**src/rtl/i2c_mstr_pkg.sv**
```systemverilog
// Purpose: shared constants of the i2c master engine (register map, fields, reset values)
// Assumes: apb with 32-bit data, one aligned word per register
// Notes:   flag register bits are cleared by writing one
package i2c_mstr_pkg;

  // ----------------------------------------------------------------
  // register offsets
  // ----------------------------------------------------------------
  localparam logic [7:0] OFS_PORT_CONTROL_TWO = 8'h00;
  localparam logic [7:0] OFS_PORT_STATUS      = 8'h04;
  localparam logic [7:0] OFS_BIT_RATE_RELOAD  = 8'h08;
  localparam logic [7:0] OFS_SHIFT_BUFFER     = 8'h0c;
  localparam logic [7:0] OFS_EVENT_FLAGS      = 8'h10;

  // ----------------------------------------------------------------
  // port_control_two fields
  // ----------------------------------------------------------------
  localparam int CT_START      = 0;
  localparam int CT_RESTART    = 1;
  localparam int CT_STOP       = 2;
  localparam int CT_RECV_EN    = 3;
  localparam int CT_ACK_SEQ_EN = 4;
  localparam int CT_ACK_DATA   = 5;
  localparam int CT_ACK_STATUS = 6;
  localparam int CT_REQ_BITS   = 5;

  // ----------------------------------------------------------------
  // port_status fields
  // ----------------------------------------------------------------
  localparam int ST_BUF_FULL  = 0;
  localparam int ST_START_DET = 3;

  // ----------------------------------------------------------------
  // event flag fields
  // ----------------------------------------------------------------
  localparam int FL_IRQ       = 0;
  localparam int FL_WRITE_COL = 1;
  localparam int FL_OVERFLOW  = 2;
  localparam int FL_BUS_COL   = 3;

  // ----------------------------------------------------------------
  // reset values and counts
  // ----------------------------------------------------------------
  localparam logic [7:0] RST_RATE     = 8'h04;
  localparam logic [3:0] LAST_TX_BIT  = 4'h7;
  localparam logic [3:0] ACK_BIT      = 4'h8;
  localparam logic [3:0] LAST_RX_BIT  = 4'h7;

  typedef enum logic [3:0] {
    ENG_IDLE,
    RS_SCL_LOW,
    RS_SDA_HIGH,
    RS_SCL_REL,
    RS_BOTH_HIGH,
    RS_SDA_LOW,
    TX_LOW,
    TX_REL,
    TX_HIGH,
    RX_LOW,
    RX_REL,
    RX_HIGH
  } eng_state_t;

endpackage

```
**src/rtl/i2c_master_restart_tx_rx.sv**
```systemverilog
// Purpose: i2c master engine: repeated start, byte transmit with ack capture, byte receive
// Assumes: scl and sda are open-drain; bus levels arrive asynchronously and are synchronised
// Notes:   registers reached over apb; answer one cycle after the access phase starts
module i2c_master_restart_tx_rx (
  input  wire logic        clk,
  input  wire logic        reset,
  input  wire logic        psel,
  input  wire logic        penable,
  input  wire logic        pwrite,
  input  wire logic [7:0]  paddr,
  input  wire logic [31:0] pwdata,
  output logic      [31:0] prdata,
  output logic             pready,
  output logic             pslverr,
  input  wire logic        scl_i,
  output logic             scl_o,
  output logic             scl_oe,
  input  wire logic        sda_i,
  output logic             sda_o,
  output logic             sda_oe
);

  // ----------------------------------------------------------------
  // state
  // ----------------------------------------------------------------
  i2c_mstr_pkg::eng_state_t state_r;
  logic [1:0]  scl_sync_r, sda_sync_r;
  logic        scl_s, sda_s, scl_prev_r, sda_prev_r;
  logic [6:0]  cnt_r;
  logic        tick;
  logic [3:0]  bitn_r;
  logic [7:0]  shreg_r, rate_r, buf_r;
  logic        scl_low_r, sda_low_r, tx_go_r, rx_mode_r, buf_full_r, start_det_r;
  logic        restart_r, recv_en_r, start_req_r, stop_req_r, ack_seq_r, ack_data_r;
  logic        ack_status_r, irq_r, write_collision_r, ovf_r, bcol_r, ack_val_r;
  logic        ev_irq_r, ev_bcol_r, ev_bfclr_r, ev_ack_r, ev_rsend_r, ev_rxdone_r;
  logic        pready_r, pslverr_r;
  logic [31:0] prdata_r;
  logic        busy, acc, wr_done, rd_done, hit;

  assign scl_s   = scl_sync_r[1];
  assign sda_s   = sda_sync_r[1];
  assign tick    = (cnt_r == 7'h00);
  assign busy    = (state_r != i2c_mstr_pkg::ENG_IDLE) | tx_go_r | restart_r | recv_en_r;
  assign acc     = psel & penable;
  assign wr_done = acc & pready_r & pwrite;
  assign rd_done = acc & pready_r & ~pwrite;
  assign hit     = (paddr == i2c_mstr_pkg::OFS_PORT_CONTROL_TWO) |
                   (paddr == i2c_mstr_pkg::OFS_PORT_STATUS) |
                   (paddr == i2c_mstr_pkg::OFS_BIT_RATE_RELOAD) |
                   (paddr == i2c_mstr_pkg::OFS_SHIFT_BUFFER) |
                   (paddr == i2c_mstr_pkg::OFS_EVENT_FLAGS);

  assign prdata  = prdata_r;
  assign pready  = pready_r;
  assign pslverr = pslverr_r;
  assign scl_oe  = scl_low_r;
  assign sda_oe  = sda_low_r;

  // ----------------------------------------------------------------
  // pin synchronisers
  // ----------------------------------------------------------------
  always_ff @(posedge clk) begin
    if (reset) begin
      scl_sync_r <= 2'b11;
      sda_sync_r <= 2'b11;
      scl_prev_r <= 1'b1;
      sda_prev_r <= 1'b1;
      scl_o      <= 1'b0;
      sda_o      <= 1'b0;
    end else begin
      scl_sync_r <= {scl_sync_r[0], scl_i};
      sda_sync_r <= {sda_sync_r[0], sda_i};
      scl_prev_r <= scl_s;
      sda_prev_r <= sda_s;
    end
  end

  // ----------------------------------------------------------------
  // start detector: sda falls while scl high
  // ----------------------------------------------------------------
  always_ff @(posedge clk) begin
    if (reset) begin
      start_det_r <= 1'b0;
    end else if (scl_s && scl_prev_r && sda_prev_r && !sda_s) begin
      start_det_r <= 1'b1;
    end else if (scl_s && scl_prev_r && !sda_prev_r && sda_s) begin
      start_det_r <= 1'b0;
    end
  end

  // ----------------------------------------------------------------
  // apb slave
  // ----------------------------------------------------------------
  // one wait state keeps pready and prdata straight from flops
  always_ff @(posedge clk) begin
    if (reset) begin
      pready_r  <= 1'b0;
      pslverr_r <= 1'b0;
      prdata_r  <= 32'h0000_0000;
    end else begin
      pready_r  <= acc & ~pready_r;
      pslverr_r <= acc & ~pready_r & ~hit;
      prdata_r  <= 32'h0000_0000;
      if (acc && !pready_r && !pwrite) begin
        unique case (paddr)
          i2c_mstr_pkg::OFS_PORT_CONTROL_TWO:
            prdata_r[6:0] <= {ack_status_r, ack_data_r, ack_seq_r, recv_en_r,
                              stop_req_r, restart_r, start_req_r};
          i2c_mstr_pkg::OFS_PORT_STATUS: begin
            prdata_r[i2c_mstr_pkg::ST_BUF_FULL]  <= buf_full_r;
            prdata_r[i2c_mstr_pkg::ST_START_DET] <= start_det_r;
          end
          i2c_mstr_pkg::OFS_BIT_RATE_RELOAD: prdata_r[7:0] <= rate_r;
          i2c_mstr_pkg::OFS_SHIFT_BUFFER:    prdata_r[7:0] <= buf_r;
          i2c_mstr_pkg::OFS_EVENT_FLAGS:
            prdata_r[3:0] <= {bcol_r, ovf_r, write_collision_r, irq_r};
          default: prdata_r <= 32'h0000_0000;
        endcase
      end
    end
  end

  // ----------------------------------------------------------------
  // control register
  // ----------------------------------------------------------------
  always_ff @(posedge clk) begin
    if (reset) begin
      restart_r    <= 1'b0;
      recv_en_r    <= 1'b0;
      start_req_r  <= 1'b0;
      stop_req_r   <= 1'b0;
      ack_seq_r    <= 1'b0;
      ack_data_r   <= 1'b0;
      ack_status_r <= 1'b0;
      rate_r       <= i2c_mstr_pkg::RST_RATE;
    end else begin
      if (wr_done && paddr == i2c_mstr_pkg::OFS_PORT_CONTROL_TWO) begin
        ack_data_r <= pwdata[i2c_mstr_pkg::CT_ACK_DATA];
        if (!busy) begin
          start_req_r <= pwdata[i2c_mstr_pkg::CT_START];
          restart_r   <= pwdata[i2c_mstr_pkg::CT_RESTART];
          stop_req_r  <= pwdata[i2c_mstr_pkg::CT_STOP];
          recv_en_r   <= pwdata[i2c_mstr_pkg::CT_RECV_EN];
          ack_seq_r   <= pwdata[i2c_mstr_pkg::CT_ACK_SEQ_EN];
        end
      end
      if (wr_done && paddr == i2c_mstr_pkg::OFS_BIT_RATE_RELOAD) rate_r <= pwdata[7:0];
      if (ev_rsend_r || ev_bcol_r) restart_r <= 1'b0;
      if (ev_rxdone_r) recv_en_r <= 1'b0;
      if (ev_ack_r) ack_status_r <= ack_val_r;
    end
  end

  // ----------------------------------------------------------------
  // shift buffer and buffer-full
  // ----------------------------------------------------------------
  always_ff @(posedge clk) begin
    if (reset) begin
      buf_r      <= 8'h00;
      buf_full_r <= 1'b0;
      tx_go_r    <= 1'b0;
      rx_mode_r  <= 1'b0;
    end else begin
      if (state_r != i2c_mstr_pkg::ENG_IDLE) begin
        tx_go_r <= 1'b0;
      end
      if (wr_done && paddr == i2c_mstr_pkg::OFS_SHIFT_BUFFER && !busy) begin
        buf_r      <= pwdata[7:0];
        buf_full_r <= 1'b1;
        tx_go_r    <= 1'b1;
        rx_mode_r  <= 1'b0;
      end
      if (rd_done && paddr == i2c_mstr_pkg::OFS_SHIFT_BUFFER && rx_mode_r) begin
        buf_full_r <= 1'b0;
      end
      if (ev_bfclr_r) begin
        buf_full_r <= 1'b0;
      end
      if (ev_rxdone_r) begin
        buf_r      <= shreg_r;
        buf_full_r <= 1'b1;
        rx_mode_r  <= 1'b1;
      end
    end
  end

  // ----------------------------------------------------------------
  // event flags, write one to clear, a set wins
  // ----------------------------------------------------------------
  always_ff @(posedge clk) begin
    if (reset) begin
      irq_r  <= 1'b0;
      write_collision_r <= 1'b0;
      ovf_r  <= 1'b0;
      bcol_r <= 1'b0;
    end else begin
      if (wr_done && paddr == i2c_mstr_pkg::OFS_EVENT_FLAGS) begin
        if (pwdata[i2c_mstr_pkg::FL_IRQ])       irq_r  <= 1'b0;
        if (pwdata[i2c_mstr_pkg::FL_WRITE_COL]) write_collision_r <= 1'b0;
        if (pwdata[i2c_mstr_pkg::FL_OVERFLOW])  ovf_r  <= 1'b0;
        if (pwdata[i2c_mstr_pkg::FL_BUS_COL])   bcol_r <= 1'b0;
      end
      if (ev_irq_r) irq_r <= 1'b1;
      if (wr_done && paddr == i2c_mstr_pkg::OFS_SHIFT_BUFFER && busy) begin
        write_collision_r <= 1'b1;
      end
      if (ev_rxdone_r && buf_full_r) ovf_r <= 1'b1;
      if (ev_bcol_r) bcol_r <= 1'b1;
    end
  end

  // ----------------------------------------------------------------
  // engine: rate counter, line drivers, bit sequencing
  // ----------------------------------------------------------------
  // waits on scl high after release so a slave may stretch the clock
  always_ff @(posedge clk) begin
    if (reset) begin
      state_r     <= i2c_mstr_pkg::ENG_IDLE;
      cnt_r       <= 7'h00;
      bitn_r      <= 4'h0;
      shreg_r     <= 8'h00;
      scl_low_r   <= 1'b0;
      sda_low_r   <= 1'b0;
      ev_irq_r    <= 1'b0;
      ev_bcol_r   <= 1'b0;
      ev_bfclr_r  <= 1'b0;
      ev_ack_r    <= 1'b0;
      ack_val_r   <= 1'b0;
      ev_rsend_r  <= 1'b0;
      ev_rxdone_r <= 1'b0;
    end else begin
      ev_irq_r    <= 1'b0;
      ev_bcol_r   <= 1'b0;
      ev_bfclr_r  <= 1'b0;
      ev_ack_r    <= 1'b0;
      ev_rsend_r  <= 1'b0;
      ev_rxdone_r <= 1'b0;
      if (!tick) begin
        cnt_r <= cnt_r - 7'h01;
      end
      unique case (state_r)
        // request bits drop a cycle late: the finishing event must not relaunch them
        i2c_mstr_pkg::ENG_IDLE: begin
          if (restart_r && !ev_rsend_r && !ev_bcol_r) begin
            scl_low_r <= 1'b1;
            state_r   <= i2c_mstr_pkg::RS_SCL_LOW;
          end else if (recv_en_r && !ev_rxdone_r) begin
            scl_low_r <= 1'b1;
            cnt_r     <= rate_r[6:0];
            bitn_r    <= 4'h0;
            state_r   <= i2c_mstr_pkg::RX_LOW;
          end else if (tx_go_r) begin
            scl_low_r <= 1'b1;
            shreg_r   <= buf_r;
            cnt_r     <= rate_r[6:0];
            bitn_r    <= 4'h0;
            state_r   <= i2c_mstr_pkg::TX_LOW;
          end
        end
        i2c_mstr_pkg::RS_SCL_LOW: begin
          if (!scl_s) begin
            cnt_r     <= {1'b0, rate_r[5:0]};
            sda_low_r <= 1'b0;
            state_r   <= i2c_mstr_pkg::RS_SDA_HIGH;
          end
        end
        i2c_mstr_pkg::RS_SDA_HIGH: begin
          if (tick && sda_s) begin
            scl_low_r <= 1'b0;
            state_r   <= i2c_mstr_pkg::RS_SCL_REL;
          end else if (tick) begin
            ev_bcol_r <= 1'b1;
            scl_low_r <= 1'b0;
            state_r   <= i2c_mstr_pkg::ENG_IDLE;
          end
        end
        i2c_mstr_pkg::RS_SCL_REL: begin
          if (scl_s && !sda_s) begin
            ev_bcol_r <= 1'b1;
            state_r   <= i2c_mstr_pkg::ENG_IDLE;
          end else if (scl_s) begin
            cnt_r   <= rate_r[6:0];
            state_r <= i2c_mstr_pkg::RS_BOTH_HIGH;
          end
        end
        i2c_mstr_pkg::RS_BOTH_HIGH: begin
          if (!scl_s) begin
            ev_bcol_r <= 1'b1;
            state_r   <= i2c_mstr_pkg::ENG_IDLE;
          end else if (tick) begin
            sda_low_r <= 1'b1;
            cnt_r     <= rate_r[6:0];
            state_r   <= i2c_mstr_pkg::RS_SDA_LOW;
          end
        end
        i2c_mstr_pkg::RS_SDA_LOW: begin
          if (tick) begin
            ev_rsend_r <= 1'b1;
            ev_irq_r   <= 1'b1;
            state_r    <= i2c_mstr_pkg::ENG_IDLE;
          end
        end
        i2c_mstr_pkg::TX_LOW: begin
          // data moves a cycle after scl is driven low, never with the edge
          sda_low_r <= (bitn_r == i2c_mstr_pkg::ACK_BIT) ? 1'b0 : ~shreg_r[7];
          if (tick) begin
            scl_low_r <= 1'b0;
            state_r   <= i2c_mstr_pkg::TX_REL;
          end
        end
        i2c_mstr_pkg::TX_REL: begin
          if (scl_s) begin
            cnt_r   <= rate_r[6:0];
            state_r <= i2c_mstr_pkg::TX_HIGH;
          end
        end
        i2c_mstr_pkg::TX_HIGH: begin
          if (tick) begin
            scl_low_r <= 1'b1;
            cnt_r     <= rate_r[6:0];
            if (bitn_r == i2c_mstr_pkg::ACK_BIT) begin
              ev_ack_r  <= 1'b1;
              ack_val_r <= sda_s;
              ev_irq_r  <= 1'b1;
              state_r   <= i2c_mstr_pkg::ENG_IDLE;
            end else if (bitn_r == i2c_mstr_pkg::LAST_TX_BIT) begin
              ev_bfclr_r <= 1'b1;
              bitn_r     <= i2c_mstr_pkg::ACK_BIT;
              state_r    <= i2c_mstr_pkg::TX_LOW;
            end else begin
              shreg_r   <= {shreg_r[6:0], 1'b0};
              bitn_r    <= bitn_r + 4'h1;
              state_r   <= i2c_mstr_pkg::TX_LOW;
            end
          end
        end
        i2c_mstr_pkg::RX_LOW: begin
          sda_low_r <= 1'b0;
          if (tick) begin
            scl_low_r <= 1'b0;
            state_r   <= i2c_mstr_pkg::RX_REL;
          end
        end
        i2c_mstr_pkg::RX_REL: begin
          if (scl_s) begin
            cnt_r   <= rate_r[6:0];
            state_r <= i2c_mstr_pkg::RX_HIGH;
          end
        end
        i2c_mstr_pkg::RX_HIGH: begin
          if (tick) begin
            shreg_r   <= {shreg_r[6:0], sda_s};
            scl_low_r <= 1'b1;
            cnt_r     <= rate_r[6:0];
            if (bitn_r == i2c_mstr_pkg::LAST_RX_BIT) begin
              ev_rxdone_r <= 1'b1;
              ev_irq_r    <= 1'b1;
              state_r     <= i2c_mstr_pkg::ENG_IDLE;
            end else begin
              bitn_r  <= bitn_r + 4'h1;
              state_r <= i2c_mstr_pkg::RX_LOW;
            end
          end
        end
      endcase
    end
  end

endmodule

```
**config.mk**
```make
export PLATFORM = sky130hd
export DESIGN_NAME = i2c_master_restart_tx_rx
export DESIGN_NICKNAME = d
export VERILOG_FILES = /design/src/rtl/i2c_mstr_pkg.sv /design/src/rtl/i2c_master_restart_tx_rx.sv
export SDC_FILE = /design/constraint.sdc
export NUM_CORES = 1
export LEC_CHECK = 0
export BUFFER_PORTS_ARGS = -buffer_cell sky130_fd_sc_hd__buf_2
export CORE_ASPECT_RATIO = 0.6
export CORE_MARGIN = 5
export CORE_UTILIZATION = 55
export CTS_BUF_LIST = sky130_fd_sc_hd__clkbuf_4 sky130_fd_sc_hd__clkbuf_8 sky130_fd_sc_hd__clkbuf_16
export DETAILED_ROUTE_END_ITERATION = 16
export PLACE_DENSITY = 0.92
export SLEW_MARGIN = 20
export SYNTH_ARGS = -nofsm -noshare
export SYNTH_HDL_FRONTEND = slang
export SYNTH_SLANG_ARGS = --single-unit
```
**constraint.sdc**
```tcl
create_clock -name clk -period 3 [get_ports clk]
set_input_delay 0.3 -clock clk [delete_from_list [all_inputs] [get_ports clk]]
set_output_delay 0.3 -clock clk [all_outputs]
set_load 0.05 [all_outputs]
```
# ---- After elaboration in Yosys (flattened, before gate mapping)
# Index checks and enable logic that the tools add are counted.
dict set report classes {
  add_sub_neg 2
  n_eq_ne 37
  mux 96
  n_bitwise 23
  reduce_logical 70
}
# operator count
set ops {}
lappend ops {{two-way mux 4 bit} 25}
lappend ops {{two-way mux 8 bit} 9}
lappend ops {{two-way mux 7 bit} 9}
lappend ops {{one-hot mux 4 bit (12 select lines)} 1}
lappend ops {{one-hot mux 7 bit (6 select lines)} 1}
lappend ops {{two-way mux 1 bit} 39}
lappend ops {{inequality test 2 bit, second input constant} 15}
lappend ops {{one-hot mux 8 bit (3 select lines)} 1}
lappend ops {{nonzero test 2 bit} 11}
lappend ops {{logical AND 1 bit} 21}
lappend ops {{equality test 4 x 3 -> 1 bit, second input constant} 5}
lappend ops {{equality test 4 bit, second input constant} 5}
lappend ops {{OR reduction 2 bit} 9}
lappend ops {{equality test 8 x 4 -> 1 bit, second input constant} 2}
lappend ops {{nonzero test 4 bit} 4}
lappend ops {{one-hot mux 4 bit (3 select lines)} 1}
lappend ops {{NOT 1 bit} 10}
lappend ops {{one-hot mux 1 bit (5 select lines)} 2}
lappend ops {{AND reduction 10 bit} 1}
lappend ops {{AND reduction 2 bit} 5}
lappend ops {{inequality test 3 bit, second input constant} 3}
lappend ops {{one-hot mux 3 bit (3 select lines)} 1}
lappend ops {{equality test 4 x 2 -> 1 bit, second input constant} 2}
lappend ops {{equality test 8 x 3 -> 1 bit, second input constant} 1}
lappend ops {{other kinds (24)} 45}
dict set report word_totals {
  reg_bits 103
  input_bits 47
  output_inout_bits 38
  elab_cells 266
}

# ---- Longest topological paths before layout
dict set report logic_depth {
  ltp_word 10
  mapped_depth 10
  ltp_nobuf 8
}

# ---- Worst setup path after synthesis
# OpenSTA, ideal clock, no wires.
dict set report synth_path {
  path_type {register to register}
  startpoint {register state_r[2]}
  endpoint {register state_r[2]}
  setup_time_ps 116
  arrival_ps 2020
  required_time_ps 2884
  slack_ps 863
  path_stages_with_launch 10
  n_path_buf 2
  period_less_slack_ps 2137
  cell_sequence {dfxtp_1 > inv_1 > ha_1 > clkbuf_1 > clkbuf_1 > nand2_1 > o21ai_0 > a211oi_1 > o21ai_0 > a31o_2}
}
dict set report synth_between {
  elab_chain_len 3
  elab_cells_between_ends 26
  cone_classes {21 x eq/ne; 3 x mux; 2 x reduce/logical}
}
# item line
set synth_rtl {}
lappend synth_rtl {{start: declaration} i2c_master_restart_tx_rx.sv:26} ;# i2c_mstr_pkg::eng_state_t state_r;
lappend synth_rtl {{start signal: assignment} i2c_master_restart_tx_rx.sv:219} ;# state_r <= i2c_mstr_pkg::ENG_IDLE;
lappend synth_rtl {{start signal: assignment} i2c_master_restart_tx_rx.sv:247} ;# state_r <= i2c_mstr_pkg::RS_SCL_LOW;
lappend synth_rtl {{start signal: assignment} i2c_master_restart_tx_rx.sv:252} ;# state_r <= i2c_mstr_pkg::RX_LOW;
lappend synth_rtl {{equality test 4 x 3 -> 1 bit, or another cell as far along} i2c_master_restart_tx_rx.sv:242} ;# unique case (state_r)
lappend synth_rtl {{inequality test 3 bit (no source line), or another cell as far along} --}
lappend synth_rtl {{AND reduction 10 bit (no source line) / one-hot mux 4 bit (12 select lines) (equally long branches)} --}
# Parallel ways exist; a longest one is shown, timed or not.
# A chain may end at the register's enable or synchronous reset.

# ---- Worst setup path in the final report
# Same ends and word-level chain as after synthesis.

==> reports/summary.json <==
{
  "timing": {
    "clock_skew_ns": 0.00797,
    "setup-tns-final_ns": 0,
    "timing_worst_slew_pin_value_ns": 0.824,
    "timing.final.crit_period_ns": 2.89,
    "finalSetupViolations": 0,
    "hold_viol_final": 0,
    "slew_viol_final": 0,
    "setup_repair_after_global_routing_missed_its_margin": "false",
    "max_freq_mhz": 346,
    "worst_slew_margin_rel": 0.447,
    "finalCritPeriodShare": 0.963
  },
  "cts": {
    "cts-resized-gates": 0,
    "cts_hold_buf": 0,
    "maximum_level_of_the_cts_h_tree": 3,
    "clock_path_buffers": 2,
    "worst_setup_hold_path_clk_slew_ns": 0.06,
    "ctsRootBufferMaster": "clkbuf_16",
    "source_to_sink_clock_delay_at_the_later_pin_of_the_worst_skew_pair_ns": 0.33,
    "tritoncts": "yes",
    "cts_post_setup_buffers_inserted": 0,
    "tritoncts.num_buffers": 9,
    "clkSinkCount": 79
  },
  "setup_path": {
    "worst-r2r-setup-slack_ns": 0.11,
    "crit_family": "compound AO/OA/AOI/OAI gates",
    "timing.critical_path.from_type": "flip-flop",
    "worstPathArrival_ns": 3.11,
    "critPathKind": "reg -> reg",
    "reg2reg_to": "state_r[2]",
    "endpoint_kind": "flip-flop",
    "cp.buffers_inverters": 2,
    "cp_slowest_cell": "a211oi_1",
    "crit-reg2reg-launch": "state_r[2]",
    "cp.required_ns": 3.23,
    "cp_slowest_stage_delay_ns": 0.66,
    "crit_path_start": "state_r[2]",
    "worstPathMaxFanout": 9,
    "worstRegToRegCells": 8,
    "crit_chain": "inv_1 -> ha_1 -> buf_4 -> nor2_1 -> o31ai_1 -> a211oi_1 -> o21ai_0 -> a31o_2"
  },
  "pwr": {
    "power.share.combinational": 0.373,
    "power_frac_seq": 0.324,
    "power.share.clock": 0.303,
    "power.net_switching_mw": 1.40,
    "vdd_ir_drop_max_mv": 0.417,
    "power_density_nw_per_um2": 773,
    "swShare": 0.379,
    "p_int_mw": 2.29,
    "power_leakage_nw": 1.90
  },
  "final_layout": {
    "fin_nets": 607,
    "final_cell_count_no_fill": 662,
    "multi_input_gate_area_um2": 2420,
    "layout.cells.most_common_list": "dfxtp_1 (79), nand2_1 (66), nor2_1 (63), buf_2 (34), mux2i_1 (32)",
    "nFillCells": 630,
    "final_layout_size_suffix_gt1_frac": 0.161,
    "final_common_cell": "dfxtp_1",
    "sequential_cell_area_um2": 1580,
    "area_growth_syn_to_layout_pct": 11.2,
    "n_antenna_cell": 0
  },
  "yosys": {
    "asyncSetResetFlopFracSynth": 0,
    "post_synth_inst_count": 524,
    "synth_warnings": 0,
    "ys_seq_elements": 79,
    "yosys.cell_types.count": 72,
    "syn_area_um2": 4290,
    "synth.yosys.seq_area_share": 0.368,
    "syn_avg_cell_area_um2": 8.19,
    "count_of_flip_flops_with_a_built_in_enable_after_synthesis": 0,
    "main_flop_type_after_synthesis": "dfxtp_1"
  },
  "drt": {
    "ant_nets": 0,
    "avgViaCountPerCell": 6.11,
    "totalWireLength_um": 12300,
    "detail_route.drc_violations": 0,
    "drt_iter0_markers": 540,
    "dr.pass1.iters": 6,
    "wl_per_cell_um": 18.5,
    "routed-via-count": 4043
  },
  "place": {
    "detailed_placement_wirelength_estimate_um": 9010,
    "finalWeightedCongestion": 1.01,
    "io_buffer_count": 34,
    "placed_cells_incl_taps": 646
  },
  "floorplanning": {
    "floorplan.initialDensity": 0.579,
    "fp-row-count": 24,
    "fp.dieArea_um2": 9730,
    "chip_height_um": 78.4,
    "core_region_area_um2": 7420,
    "count_of_boundary_i_o_pins": 85,
    "chipWidth_um": 124
  },
  "global_route": {
    "number_of_global_route_vias_before_repair": 3668,
    "globalRoute.totalOverflow": 0,
    "grt_antenna_before_repair": 0,
    "grt.met3_usage": 0.0740,
    "grt-busiest-layer": "met1",
    "grt.met1_usage": 0.388,
    "grt_util_met2": 0.354,
    "grt_usage": 0.256,
    "largest_net_degree_at_the_start_of_global_routing": 66,
    "grt_first_pass_wirelength_um": 19300
  },
  "job": {
    "maxCapViolCount": 0
  },
  "hold_path": {
    "hold_path_end": "sda_sync_r[0]",
    "holdCritStartpoint": "sda_i",
    "hold_depth": 2,
    "min_path_type": "in -> reg"
  },
  "outcome": {
    "outcome": "complete, no violations"
  }
}
==> logic make-up after synthesis <==
group	after synthesis	share of synthesized area
AND/OR/NAND/NOR	210	0.242
AO/OA/AOI/OAI	117	0.185
flip-flops	79	0.368
buffers and inverters	70	0.0901
multiplexers	36	0.0851
adder cells (fa/ha/maj)	7	0.0204
XOR/XNOR	4	0.00816
other	1	0.000874
==> through the flow <==
step,hold slack [ns],power [mW],util,setup slack (ns),area (um^2)
6_report,0.145,3.69,0.644,0.112,4770
5_1_grt,0.142,3.85,0.644,0.0169,4770
3_3_place_gp,0.391,2.47,0.602,0.450,4470
2_1_floorplan,0.379,2.21,-,0.863,4390
3_5_place_dp,0.394,2.52,0.602,0.328,4470
4_1_cts,0.133,3.66,0.644,0.253,4770
==> power by group through the flow <==
stage	registers, mW	logic (mW)	clock network (mW)
final	1.20	1.38	1.12
after global routing	1.20	1.46	1.19
after CTS	1.19	1.33	1.14
after detailed placement	1.22	1.30	0
after global placement	1.21	1.26	0
after floorplan	1.22	0.986	0
==> cell usage after synthesis, types with 3 or more instances <==
master / number / share of area
buf_4: 28 / 0.049
a211oi_1: 11 / 0.019
nor3_1: 10 / 0.012
a31oi_1: 4 / 0.0058
a32oi_1: 5 / 0.010
buf_2: 3 / 0.0035
nor4_1: 3 / 0.0044
o22ai_1: 3 / 0.0044
o21ai_0: 22 / 0.026
a21oi_1: 29 / 0.034
clkbuf_1: 22 / 0.019
nand3_1: 12 / 0.014
mux2_2: 4 / 0.010
dfxtp_1: 79 / 0.37
nor2_1: 63 / 0.055
and2_1: 3 / 0.0044
inv_1: 12 / 0.010
or3_1: 5 / 0.0073
ha_1: 7 / 0.020
nand4b_1: 3 / 0.0061
or2_2: 8 / 0.012
xor2_1: 3 / 0.0061
a21o_1: 4 / 0.0070
nor3b_1: 3 / 0.0052
and3_1: 5 / 0.0073
a22oi_1: 8 / 0.014
nand2b_1: 6 / 0.0087
nand3b_1: 3 / 0.0052
nor2b_1: 5 / 0.0073
o211ai_1: 3 / 0.0052
nand2_1: 66 / 0.058
mux2i_1: 32 / 0.075
==> registers in the layout, indices dropped and copies added (netlist names), 2 cells and up <==
name        flops
bitn_r          4
scl_sync_r      2
rate_r          8
buf_r           8
sda_sync_r      2
cnt_r           7
state_r         4
shreg_r         8
prdata          8
==> worst max path at each step <==
stage / endpoint / cells after the start
6_report: state_r[2] / 8
3_3_place_gp: state_r[3] / 8
3_5_place_dp: state_r[2] / 8
2_1_floorplan: state_r[2] / 9
4_1_cts: state_r[2] / 8
5_1_grt: state_r[2] / 8
==> metal layers <==
layer / up-vias / share of wire
met3: 30 / 0.13
met5: - / 0
met1: 1871 / 0.43
met4: 0 / 0.015
met2: 284 / 0.42
li1: 1858 / -
==> layout make-up <==
type,count,area share
clock inverters,4,0.0113
multi-input cells,400,0.507
inverters,14,0.0110
repair buffers,49,0.0592
clock buffers,12,0.0532
well taps,104,0.0273
flip-flops and latches,79,0.331
Note: power is estimated with default switching activity, not from simulation.
